File: src/verilog/fine_scroll_pkg.sv
// Constants, register map and carrier types of the playfield fine scroll block.
package fine_scroll_pkg;
  // ----------------------------------------
  // Register map
  // ----------------------------------------
  localparam logic [1:0] ADDR_HSCROLL = 2'h0;
  localparam logic [1:0] ADDR_VSCROLL = 2'h1;
  localparam logic [1:0] ADDR_CTRL = 2'h2;
  localparam logic [1:0] ADDR_STATUS = 2'h3;
  localparam logic [3:0] HSCROLL_RST = 4'h0;
  localparam logic [3:0] VSCROLL_RST = 4'h0;
  localparam logic [1:0] CTRL_RST = 2'h0;
  // ----------------------------------------
  // Instruction fields
  // ----------------------------------------
  localparam int IR_RELOAD_BIT = 6;
  localparam int IR_VS_BIT = 5;
  localparam int IR_HS_BIT = 4;
  localparam logic [3:0] MODE_BLANK = 4'h0;
  localparam logic [3:0] MODE_JUMP = 4'h1;
  // ----------------------------------------
  // Playfield widths (ctrl field): 0 off, 1 narrow, 2 normal, 3 wide
  // ----------------------------------------
  localparam logic [1:0] PF_OFF = 2'h0;
  localparam logic [1:0] PF_NARROW = 2'h1;
  localparam logic [1:0] PF_NORMAL = 2'h2;
  localparam logic [1:0] PF_WIDE = 2'h3;
  // ----------------------------------------
  // Line timing in colour clocks and machine cycles
  // ----------------------------------------
  localparam logic [7:0] CC_LINE_LAST = 8'hE3;
  localparam logic [6:0] MC_LINE_LAST = 7'h71;
  localparam logic [6:0] MC_HALT_LAST = 7'h69;
  localparam logic [6:0] MC_RUNOVER_END = 7'h08;
  localparam logic [6:0] MC_START_NARROW = 7'h20;
  localparam logic [6:0] MC_START_NORMAL = 7'h18;
  localparam logic [6:0] MC_START_WIDE = 7'h10;
  localparam logic [7:0] CC_W_NARROW = 8'h80;
  localparam logic [7:0] CC_W_NORMAL = 8'hA0;
  localparam logic [7:0] CC_W_WIDE = 8'hC0;
  localparam logic [7:0] DISP_LAT = 8'h02;
  localparam logic [3:0] VCOUNT_MASK = 4'hF;
  // ----------------------------------------
  // Carriers
  // ----------------------------------------
  typedef struct packed {
    logic valid;
    logic [7:0] data;
    logic [3:0] phase;
  } pf_out_t;
  typedef struct packed {
    logic halt;
    logic fetch;
    logic scan_inc;
  } dma_t;
endpackage

File: src/verilog/playfield_fine_scroll.sv
// Fine horizontal and vertical scroll logic of a display-list playfield generator.
//
// Contract
// - Instruction bit 4 enables horizontal fine scroll for that mode line only.
// - Scrolled playfield shifts right by the 0-15 colour-clock scroll value.
// - Scroll zero shows the wider fetch windowed to requested width, no offset.
// - Same displayed width; wide lines shift in background left, garbage right.
// - Scroll widens fetch one step, narrow to normal, normal to wide.
// - DMA start slips one machine cycle per two steps of scroll value.
// - Odd value shares even DMA timing plus one colour-clock output delay.
// - Late fetches past machine cycle MC_HALT_LAST skip CPU halt yet latch and count.
// - Colour-clock resolution means high-res modes scroll in two-pixel steps.
// - Buffered data replays relative to each scan line start, allowing shear.
// - Mid-line change of scroll bit 0 shifts later output immediately.
// - Mid-line change of bits 1-3 only moves DMA start and stop.
// - Moving DMA end mid-line changes scan counter advance for the line.
// - Misaligned stop fails; fetch runs through blank into next line.
// - Blocked late wide fetches still forward whatever the bus holds.
// - Character modes fetch one cycle later relative to display.
// - Right-edge garbage is sent downstream like normal playfield data.
// - First mode line with bit 5 set starts at vertical scroll row.
// - First line with bit 5 clear ends at the vertical scroll row.
// - Vertical scroll value and row counter are 4-bit, counting modulo 16.
// - Blank lines never start a scroll or reload the scan pointer; one leaving a region ends at the scroll row.
//
// Local design decisions: the address-and-strobe port and the address map.
`timescale 1ns/1ps
module playfield_fine_scroll
  import fine_scroll_pkg::*;
#(
  parameter int BUF_DEPTH = 64
) (
  // Clock and reset
  input wire logic clk,
  input wire logic sys_rst,
  // Register port
  input wire logic [1:0] reg_addr,
  input wire logic [7:0] reg_wdata,
  input wire logic reg_wr,
  input wire logic reg_rd,
  output logic [7:0] reg_rdata,
  // Display list side
  input wire logic instr_valid,
  input wire logic [7:0] instruction_latch,
  input wire logic [15:0] reload_addr,
  output logic instr_req,
  // Memory side
  input wire logic [7:0] bus_data,
  output dma_t dma,
  output logic [15:0] scan_addr,
  // Downstream video chip
  output pf_out_t pf_out
);
  // ----------------------------------------
  // Helper functions
  // ----------------------------------------
  function automatic logic [2:0] mode_shift(input logic [3:0] m);
    if (m == 4'h8 || m == 4'h9) begin
      return 3'h4;
    end else if (m == 4'h6 || m == 4'h7 || (m >= 4'hA && m <= 4'hC)) begin
      return 3'h3;
    end
    return 3'h2;
  endfunction
  function automatic logic [3:0] mode_last_row(input logic [7:0] ir);
    unique case (ir[3:0])
      4'h0: return {1'b0, ir[6:4]};
      4'h2, 4'h4, 4'h6: return 4'h7;
      4'h3: return 4'h9;
      4'h5, 4'h7: return 4'hF;
      4'h8, 4'h9, 4'hA: return 4'h3;
      4'hB, 4'hC: return 4'h1;
      default: return 4'h0;
    endcase
  endfunction
  function automatic logic [6:0] width_start(input logic [1:0] w);
    unique case (w)
      PF_NARROW: return MC_START_NARROW;
      PF_NORMAL: return MC_START_NORMAL;
      default: return MC_START_WIDE;
    endcase
  endfunction
  function automatic logic [7:0] width_cc(input logic [1:0] w);
    unique case (w)
      PF_NARROW: return CC_W_NARROW;
      PF_NORMAL: return CC_W_NORMAL;
      default: return CC_W_WIDE;
    endcase
  endfunction

  // ----------------------------------------
  // Registers
  // ----------------------------------------
  logic [3:0] horiz_fine_scroll_value_r;
  logic [3:0] vert_fine_scroll_value_r;
  logic [1:0] width_r;
  logic [7:0] ir_r;
  logic [7:0] ir_pend_r;
  logic pend_r;
  logic prev_vs_r;
  logic [3:0] row_r;
  logic [3:0] row_end_r;
  logic first_row_r;
  logic [7:0] hpos_r;
  logic dma_on_r;
  logic [2:0] hs_phase_r;
  logic [5:0] wr_idx_r;
  logic [6:0] start_mc_r;
  logic [7:0] start_cc_r;
  logic [7:0] buf_r [BUF_DEPTH];
  logic [7:0] dly_data_r;
  logic dly_valid_r;
  logic [3:0] dly_phase_r;

  // write, register readback one cycle after the strobe.
  always_ff @(posedge clk or posedge sys_rst) begin
    if (sys_rst) begin
      horiz_fine_scroll_value_r <= HSCROLL_RST;
      vert_fine_scroll_value_r <= VSCROLL_RST;
      width_r <= CTRL_RST;
    end else if (reg_wr) begin
      unique case (reg_addr)
        ADDR_HSCROLL: horiz_fine_scroll_value_r <= reg_wdata[3:0];
        ADDR_VSCROLL: vert_fine_scroll_value_r <= reg_wdata[3:0];
        ADDR_CTRL: width_r <= reg_wdata[1:0];
        default: ;
      endcase
    end
  end

  always_ff @(posedge clk or posedge sys_rst) begin
    if (sys_rst) begin
      reg_rdata <= 8'h00;
    end else if (reg_rd) begin
      unique case (reg_addr)
        ADDR_HSCROLL: reg_rdata <= {4'h0, horiz_fine_scroll_value_r};
        ADDR_VSCROLL: reg_rdata <= {4'h0, vert_fine_scroll_value_r};
        ADDR_CTRL: reg_rdata <= {6'h00, width_r};
        default: reg_rdata <= {2'h0, dma_on_r, prev_vs_r, row_r};
      endcase
    end else begin
      reg_rdata <= 8'h00;
    end
  end

  // ----------------------------------------
  // Line timing
  // ----------------------------------------
  logic line_end;
  logic [6:0] mc;
  assign line_end = (hpos_r == CC_LINE_LAST);
  assign mc = hpos_r[7:1];

  always_ff @(posedge clk or posedge sys_rst) begin
    if (sys_rst) begin
      hpos_r <= 8'h00;
    end else begin
      hpos_r <= line_end ? 8'h00 : hpos_r + 8'h01;
    end
  end

  // ----------------------------------------
  // Mode line sequencing and vertical scroll
  // ----------------------------------------
  logic blank_like;
  logic vs_new;
  logic mode_done;
  assign blank_like = (ir_pend_r[3:0] == MODE_BLANK) || (ir_pend_r[3:0] == MODE_JUMP);
  assign vs_new = ir_pend_r[IR_VS_BIT] & ~blank_like;
  assign mode_done = line_end && (row_r == row_end_r);
  assign instr_req = mode_done;

  always_ff @(posedge clk or posedge sys_rst) begin
    if (sys_rst) begin
      ir_pend_r <= 8'h00;
      pend_r <= 1'b0;
    end else if (instr_valid) begin
      ir_pend_r <= instruction_latch;
      pend_r <= 1'b1;
    end else if (mode_done) begin
      pend_r <= 1'b0;
    end
  end

  always_ff @(posedge clk or posedge sys_rst) begin
    if (sys_rst) begin
      ir_r <= 8'h00;
      prev_vs_r <= 1'b0;
      row_r <= 4'h0;
      row_end_r <= 4'h0;
      first_row_r <= 1'b0;
    end else if (mode_done) begin
      ir_r <= pend_r ? ir_pend_r : ir_r;
      prev_vs_r <= pend_r ? vs_new : prev_vs_r;
      first_row_r <= pend_r;
      // Entering a region starts at the scroll row; later lines start at 0.
      row_r <= (pend_r && vs_new && !prev_vs_r) ? vert_fine_scroll_value_r : 4'h0;
      // Leaving a region ends at the scroll row, even on a blank line.
      if (pend_r && !vs_new && prev_vs_r) begin
        row_end_r <= vert_fine_scroll_value_r;
      end else begin
        row_end_r <= mode_last_row(pend_r ? ir_pend_r : ir_r);
      end
    end else if (line_end) begin
      row_r <= (row_r + 4'h1) & VCOUNT_MASK;
      first_row_r <= 1'b0;
    end
  end

  // ----------------------------------------
  // Fetch geometry
  // ----------------------------------------
  logic pf_mode;
  logic hs_on;
  logic char_mode;
  logic [1:0] fetch_w;
  logic [2:0] shift;
  logic [2:0] stride_mask;
  logic [6:0] sched_start;
  logic [6:0] stop_mc;
  logic [7:0] fetch_bytes;
  logic aligned;
  logic on_stride;
  logic fetch_now;
  assign pf_mode = (ir_r[3:0] > MODE_JUMP) && (width_r != PF_OFF);
  assign hs_on = ir_r[IR_HS_BIT] & pf_mode;
  assign char_mode = (ir_r[3:0] <= 4'h7);
  // A scrolled line fetches one width step wider, wide stays wide.
  assign fetch_w = (hs_on && width_r != PF_WIDE) ? width_r + 2'h1 : width_r;
  assign shift = mode_shift(ir_r[3:0]);
  assign stride_mask = 3'((8'h01 << (shift - 3'h1)) - 8'h01);
  // Start slips by the even part of the value; character fetches one cycle later.
  assign sched_start = width_start(fetch_w)
                     + (hs_on ? {4'h0, horiz_fine_scroll_value_r[3:1]} : 7'h00)
                     + {6'h00, char_mode};
  assign fetch_bytes = width_cc(fetch_w) >> shift;
  // Stop point follows the live value, so mid-line writes move it.
  assign stop_mc = sched_start + 7'(fetch_bytes << (shift - 3'h1));
  // The established fetch pattern only stops within its line if the phase bits match.
  assign aligned = (((hs_on ? horiz_fine_scroll_value_r[3:1] : 3'h0) ^ hs_phase_r)
                   & stride_mask) == 3'h0;
  assign on_stride = hpos_r[0] && ((((mc - start_mc_r) >> 0) & {4'h0, stride_mask}) == 7'h00);
  assign fetch_now = dma_on_r && on_stride;

  // Start and stop act in the first half of a machine cycle, so the fetch half that follows
  // already sees them: the first fetch falls on the start cycle and none on the stop cycle.
  always_ff @(posedge clk or posedge sys_rst) begin
    if (sys_rst) begin
      dma_on_r <= 1'b0;
      hs_phase_r <= 3'h0;
      start_mc_r <= 7'h00;
      start_cc_r <= 8'h00;
    end else if (!hpos_r[0] && mc == sched_start && pf_mode) begin
      // Every row latches its own start, so replays follow the current value.
      start_mc_r <= sched_start;
      start_cc_r <= {sched_start, 1'b0};
      hs_phase_r <= hs_on ? horiz_fine_scroll_value_r[3:1] : 3'h0;
      dma_on_r <= first_row_r;
    end else if (dma_on_r && !hpos_r[0] && aligned
                 && (mc == stop_mc || (mc == MC_LINE_LAST && stop_mc > MC_LINE_LAST))) begin
      dma_on_r <= 1'b0;
    end else if (dma_on_r && !hpos_r[0] && mc == MC_RUNOVER_END && !first_row_r) begin
      // A failed stop runs on through blank and dies early in the next line.
      dma_on_r <= 1'b0;
    end
  end

  // ----------------------------------------
  // Fetch, scan counter and line buffer
  // ----------------------------------------
  always_comb begin
    dma.fetch = fetch_now;
    dma.scan_inc = fetch_now;
    dma.halt = fetch_now && (mc <= MC_HALT_LAST);
  end

  always_ff @(posedge clk or posedge sys_rst) begin
    if (sys_rst) begin
      scan_addr <= 16'h0000;
    end else if (mode_done && pend_r && ir_pend_r[IR_RELOAD_BIT] && !blank_like) begin
      scan_addr <= reload_addr;
    end else if (fetch_now) begin
      scan_addr <= {scan_addr[15:12], scan_addr[11:0] + 12'h001};
    end
  end

  always_ff @(posedge clk or posedge sys_rst) begin
    if (sys_rst) begin
      wr_idx_r <= 6'h00;
    end else if (line_end && first_row_r) begin
      wr_idx_r <= 6'h00;
    end else if (fetch_now) begin
      wr_idx_r <= wr_idx_r + 6'h01;
    end
  end

  // Blocked late fetches still capture whatever the bus carries.
  always_ff @(posedge clk) begin
    if (fetch_now) begin
      buf_r[wr_idx_r] <= bus_data;
    end
  end

  // ----------------------------------------
  // Display window and output delay
  // ----------------------------------------
  logic [7:0] vis_lo;
  logic [7:0] vis_hi;
  logic [7:0] rel;
  logic [5:0] rd_idx;
  logic in_vis;
  logic has_data;
  logic fetched;
  logic [7:0] raw_data;
  logic [7:0] cur_data;
  logic [3:0] cur_phase;
  assign vis_lo = {width_start(width_r), 1'b0} + {7'h00, char_mode} + {7'h00, char_mode}
                + DISP_LAT;
  assign vis_hi = vis_lo + width_cc(width_r);
  assign rel = hpos_r - start_cc_r - DISP_LAT;
  assign rd_idx = 6'(rel >> shift);
  assign in_vis = pf_mode && (hpos_r >= vis_lo) && (hpos_r < vis_hi);
  // Ahead of the latched start is background; beyond the fetched data is garbage.
  assign fetched = pf_mode && (hpos_r >= start_cc_r + DISP_LAT);
  assign has_data = in_vis && fetched;
  assign raw_data = fetched ? buf_r[rd_idx] : 8'h00;
  assign cur_data = has_data ? raw_data : 8'h00;
  assign cur_phase = 4'(rel & ((8'h01 << shift) - 8'h01));

  always_ff @(posedge clk or posedge sys_rst) begin
    if (sys_rst) begin
      dly_data_r <= 8'h00;
      dly_valid_r <= 1'b0;
      dly_phase_r <= 4'h0;
    end else begin
      // The delayed copy is windowed afresh, so the left edge keeps its full width.
      dly_data_r <= raw_data;
      dly_valid_r <= fetched;
      dly_phase_r <= cur_phase;
    end
  end

  // The odd bit picks a one colour-clock delayed copy, live at every clock.
  always_ff @(posedge clk or posedge sys_rst) begin
    if (sys_rst) begin
      pf_out <= '0;
    end else if (hs_on && horiz_fine_scroll_value_r[0]) begin
      pf_out <= '{valid: dly_valid_r && in_vis, data: dly_data_r,
                  phase: dly_phase_r};
    end else begin
      pf_out <= '{valid: has_data, data: cur_data, phase: cur_phase};
    end
  end
endmodule

File: config.mk
export PLATFORM = sky130hd
export DESIGN_NAME = playfield_fine_scroll
export DESIGN_NICKNAME = d
export VERILOG_FILES = /design/src/verilog/fine_scroll_pkg.sv /design/src/verilog/playfield_fine_scroll.sv
export SDC_FILE = /design/constraint.sdc
export NUM_CORES = 1
export LEC_CHECK = 0
export BUFFER_PORTS_ARGS = -buffer_cell sky130_fd_sc_hd__buf_2
export CORE_MARGIN = 1.5
export CORE_UTILIZATION = 50
export DETAILED_ROUTE_END_ITERATION = 7
export GPL_TIMING_DRIVEN = 0
export HOLD_SLACK_MARGIN = 0.08
export PLACE_DENSITY = 0.76
export SETUP_SLACK_MARGIN = 0.4
export SLEW_MARGIN = 20
export SYNTH_ARGS = -nofsm -noshare
export SYNTH_HDL_FRONTEND = slang
export SYNTH_SLANG_ARGS = --single-unit
export TNS_END_PERCENT = 1
File: constraint.sdc
create_clock -name clk -period 7.1 [get_ports clk]
set_clock_uncertainty 0.05 [all_clocks]
set_input_delay 0.71 -clock clk [delete_from_list [all_inputs] [get_ports clk]]
set_output_delay 0.71 -clock clk [all_outputs]
set_load 0.02 [all_outputs]
After elaboration in Yosys (flattened, before gate mapping):

Memory sizes are Yosys's and may differ from the RTL's.
Cells that the tools add are included.

* $add $sub $neg: 19
* $mul: 0
* div/mod/pow operators: 0
* magnitude comparators: 9
* eq/ne operators: 29
* shifts and indexed selects: 5
* multiplexer cells: 37
* bitwise gates (word level): 7
* reduce and logical (&&, ||, !) cells: 58

Operators with widths (number)
* $mux 8: 4
* $logic_and 1x1->1: 29
* $eq 4x4->1 const B: 7
* $pmux 7 s2: 2
* $eq 4x3->1 const B: 6
* $pmux 4 s6: 1
* $pmux 6 s2: 2
* $pmux 6 s3: 1
* $add 8x1->8: 2
* $add 8x2->8 const B: 2
* $ge 8x8->1: 2
* $mux 16: 1
* $mux 4: 4
* $mux 3: 5
* $eq 7x7->1: 2
* $mux 13: 1
* $add 12x1->12 const B: 1
* $mux 12: 1
* $mux 6: 2
* $mux 1: 11
* $reduce_bool 2->1: 5
* $add 8x1->8 const B: 1
* $add 8x8->8: 1
* $eq 4x2->1 const B: 2
* 49 further kinds: 69

* bits in registers: 110
* bits in latches: 0
* RAM bits: 512
* memory bits (read-only): 0
* bits of input ports: 47
* output and inout bits: 41
* logic and storage cells: 189
* memories kept: 1

Memories
* buf_r: words 64, bits a word 8, rd ports 1, clocked after Yosys merged registers in 0, write ports 1, RTL line playfield_fine_scroll.sv:110 `logic [7:0] buf_r [BUF_DEPTH];`

Logic depth before layout (Yosys ltp):

* depth after elaboration: 16
* depth in mapped cells: 20
* depth with buffers taken out: 20

Least setup slack after synthesis:

OpenSTA, ideal clock, no wires.

* path kind: flip-flop to flip-flop
* from: register hpos_r[3]
* to: register pf_out[8] (netlist name)
* setup time: 121 ps
* arrival: 3662 ps
* required time: 6929 ps
* path slack: 3267 ps
* stages on the path, launching flop included: 18
* buffers on the path: 3
* clock period less this slack: 3833 ps
* cell sequence: dfrtp_1 > clkbuf_1 > inv_1 > ha_1 > inv_1 > ha_1 > a211o_1 > and3_1 > nor2_1 > o221a_2 > buf_2 > buf_1 > nand3_1 > nand4_1 > o2111ai_1 > a311oi_1 > o22ai_1 > a22o_1

* word-level cells in the longest chain between the ends: 7
* elaborated cells on any way between the ends: 14
* classes of those cells: add/sub: 2; order compare: 3; shift: 1; mux: 3; reduce/logical: 4; memory: 1

RTL lines
* from (decl): RTL line playfield_fine_scroll.sv:104 `logic [7:0] hpos_r;`
* from (signal assigned): RTL line playfield_fine_scroll.sv:158 `hpos_r <= line_end ? 8'h00 : hpos_r + 8'h01;`
* $sub 8x8->8: RTL line playfield_fine_scroll.sv:320 `assign rel = hpos_r - start_cc_r - DISP_LAT;`
* $sub 8x2->8: RTL line playfield_fine_scroll.sv:320
* $shr 8x3->6: RTL line playfield_fine_scroll.sv:321 `assign rd_idx = 6'(rel >> shift);`
* $mem_v2 64x8
* $mux 8: RTL line playfield_fine_scroll.sv:326 `assign raw_data = fetched ? buf_r[rd_idx] : 8'h00;`
* $mux 8 (*): RTL line playfield_fine_scroll.sv:327 `assign cur_data = has_data ? raw_data : 8'h00;`
* $mux 13 (*): RTL line playfield_fine_scroll.sv:347 `end else if (hs_on && horiz_fine_scroll_value_r[0]) begin`
* to (signal assigned): RTL line playfield_fine_scroll.sv:348 `pf_out <= '{valid: dly_valid_r && in_vis, data: dly_data_r,`
* to (signal assigned): RTL line playfield_fine_scroll.sv:351 `pf_out <= '{valid: has_data, data: cur_data, phase: cur_phase};`
* to (decl): RTL line playfield_fine_scroll.sv:52 `output pf_out_t pf_out`

Mark *: on every way between the ends. The rest lies on a longest branch, timed or not.
A chain may end at the register's enable or synchronous reset.

Final worst setup path:

Same ends and word-level chain as after synthesis.

==> metrics.md <==
| Metric | Value |
|---|---|
| Worst VDD drop | `0.000196 V` |
| Seq/Total Area, Yosys | `0.666` |
| Crit Path Category | `reg2reg` |
| Antenna cells | `0` |
| Fin crit share | `0.864` |
| Vias in the first global route | `18,200` |
| P_leak | `11.5 nW` |
| Share of cells above drive strength 1 | `0.133` |
| Final wirelength | `80,300 µm` |
| Buf/Inv on CP | `5` |
| Root buf cell | `clkbuf_16` |
| Non-filler cells, final | `3,074` |
| # rows | `85` |
| Reg clk slew, reported paths | `0.06 ns` |
| Crit-path cells | `clkbuf_1 > inv_1 > ha_1 > inv_1 > ha_1 > a211o_1 > and3_1 > nor2_1 > o221a_2 > buf_2 > clkbuf_1 > nand3_1 > a31oi_1 > nor3_1 > a311oi_1 > o22ai_1 > a22o_1` |
| DPL Wire Length | `54,300 µm` |
| Antenna violations before repair | `1` |
| Synth-to-layout area growth | `12.7%` |
| Unrepaired setup endpoints after global routing | `no` |
| Synth async-reset ratio | `0.174` |
| Fin. Hold Viols | `0` |
| Largest net degree at the start of global routing | `65` |
| Tot Pwr | `7.58 mW` |
| Register area | `18,100 µm²` |
| Yosys warns | `0` |
| HP Class | `in2reg` |
| Worst setup SP type | `flop` |
| IO Pins | `88` |
| Max stage delay on crit path | `0.77 ns` |
| DRC violations left | `0` |
| Via Count | `19,100` |
| Top FF cell, synth | `edfxtp_1` |
| Total core area | `53,700 µm²` |
| Fillers | `4,283` |
| Synth top area share | `0.566` |
| Total GRT Usage | `0.288` |
| Avg Inst Size Synth | `12.5 µm²` |
| TritonCTS Buffers | `67` |
| Most common cell in the netlist | `edfxtp_1` |
| Vias per inst | `6.21` |
| Period minus WS final | `6.14 ns` |
| CP top delay family | `compound AO/OA/AOI/OAI gates` |
| DIE WIDTH | `236 µm` |
| Synth Instances | `2,171` |
| Mapped Area | `27,200 µm²` |
| Area contributors post-synth | `edfxtp_1, dfrtp_1, nand2_1, nand3_1, ha_1` |
| Power Dens Cells | `248 nW/µm²` |
| Multi-input gate area | `8240 µm²` |
| Crit Path Max Fanout | `10` |
| CTS tree | `done` |
| Crit path capture type | `flop` |
| CP required | `7.54 ns` |
| Data arrival time of the worst path | `6.58 ns` |
| Slew HR | `0.207` |
| Largest area contributor in the netlist | `edfxtp_1` |
| Post-synth EDFFs | `512` |
| Die outline height | `236 µm` |
| Setup TNS | `0 ns` |
| DRT Pass-1 Iters | `6` |
| Total gr overflow | `0` |
| Synth cell count leaders | `edfxtp_1, nand2_1, nand3_1, nor2_1, dfrtp_1` |
| Starting density of the core | `0.506` |
| WP depth | `17` |
| Routed length per placed instance | `26.1 µm` |
| Hold Slack | `0.278 ns` |
| Reg-to-reg setup timing slack | `0.96 ns` |
| Reg2Reg Depth | `17` |
| Clk buf depth | `3` |
| First-pass GRT wire length | `117,000 µm` |
| FF+latch count, synth | `620` |
| Final setup viols | `0` |
| Max Slew Vio Count | `0` |
| Hold Path Origin | `reload_addr[13]` |
| Max H-tree Level | `3` |
| Setup crit end | `pf_out[8]` |
| 1st-iter DRT viols | `2,598` |
| Post-DRT Antenna Nets | `0` |
| RR Endpoint | `pf_out[8]` |
| Number of max-cap violations | `0` |
| Crit path launch | `hpos_r[3]` |
| Clk sinks | `620` |
| Clk_lat worst skew | `0.63 ns` |
| Total setup buffers inserted after CTS | `0` |
| Max Fclk | `0.163 GHz` |
| Placer Congestion | `0.985` |
| Nets | `2,423` |
| Die area | `55,700 µm²` |
| Placed insts | `2,953` |
| Yosys cell types | `79` |
| Worst Tran Pin Value | `1.19 ns` |
| Reg2reg start | `hpos_r[3]` |
| Input/output buffers | `79` |
| Slowest stage cell, crit path | `clkbuf_1` |
| Status | `completed` |
-- worst min path at each step --
stage               slack (ns)  depth (start not counted)       endpoint
floorplan                 0.38                          2      pf_out[1]
global placement          0.39                          2      pf_out[1]
detailed placement        0.41                          1      pf_out[5]
CTS                       0.26                          2  scan_addr[13]
global route              0.27                          2   ir_pend_r[5]
finish                    0.28                          2  scan_addr[13]
-- cell families (layout without fill, tap and decap cells) --
logic type                 after synthesis  after routing  synth area share
AOI/OAI and AO/OA                      309            309            0.0759
other                                    1              7          0.000138
xor gates and xnor gates                58             58            0.0187
DFF                                    620            620             0.666
buffers and inverters                  168            369            0.0320
adders and majority gates               49             49            0.0234
muxes                                   95             95            0.0399
and+or+nand+nor                        871            871             0.144
-- sequential cells by signal (all words and copies together) (netlist names), 4 cells and up --
register and flops:
ir_pend_r 7, wr_idx_r 6, buf_r 512, scan_addr 16, horiz_fine_scroll_value_r 4, row_r 4
dly_data_r 8, ir_r 7, hpos_r 8, pf_out 13, row_end_r 4, reg_rdata 6
dly_phase_r 4, vert_fine_scroll_value_r 4, start_mc_r 7
-- timing repair --
| action | 4_1_cts | 5_1_grt |
|---|---|---|
| hold buffers | 1 | 0 |
| setup endpoints to repair | 0 | 0 |
| gates resized for setup | 0 | 0 |
| hold endpoints to repair | 8 | 0 |
-- metal layers --
layer	GRT usage	vias up	wire length, µm
met5	0	-	11
met4	0.121	2	3430
met3	0.0614	214	8550
met2	0.455	1146	37300
met1	0.388	9485	31000
li1	-	8241	-
-- area by class of cell --
| cell class | instances | share of cell area |
|---|---|---|
| well taps | 696 | 0.0284 |
| repair buffers | 81 | 0.0148 |
| inverters | 38 | 0.00482 |
| flip-flops and latches | 620 | 0.591 |
| clock inverters | 33 | 0.0104 |
| clock buffers | 87 | 0.0579 |
| plain buffers | 130 | 0.0237 |
| multi-input cells | 1389 | 0.269 |
-- placed cells by master (no fill, tap or decap), types with 6 or more instances in the layout --
cell type	count
a211oi_1	47
a21o_1	6
a21oi_1	95
a22o_1	6
a311oi_1	7
a31oi_1	31
and2_1	23
and3_1	56
buf_1	16
buf_2	109
buf_4	29
buf_6	15
clkbuf_1	58
clkbuf_16	67
clkinv_1	8
clkinv_2	13
conb_1	7
dfrtp_1	108
edfxtp_1	512
ha_1	46
inv_1	36
mux2_2	37
mux2i_1	51
mux4_2	7
nand2_1	432
nand3_1	148
nand3b_1	10
nand4_1	18
nor2_1	123
nor3_1	16
nor4_1	9
o211ai_1	8
o21ai_0	38
o22ai_1	9
xnor2_1	36
xor2_1	22
-- per-stage QoR --
stage,instance area (µm²),worst slack [ns],utilization
after floorplan,27200,3.27,-
after global placement,28400,1.21,0.530
after detailed placement,28500,1.06,0.531
after CTS,30600,1.04,0.570
after global routing,30600,0.789,0.570
final,30600,0.962,0.570
-- power by group --
part           leakage (nW)  switching [mW]  total (mW)  internal, mW
combinational          4.48           0.146       0.234        0.0873
clock                  1.02            1.47        3.36          1.90
sequential             6.00          0.0240        3.99          3.96
total                  11.5            1.64        7.58          5.95
(Power assumes the default switching activity.)
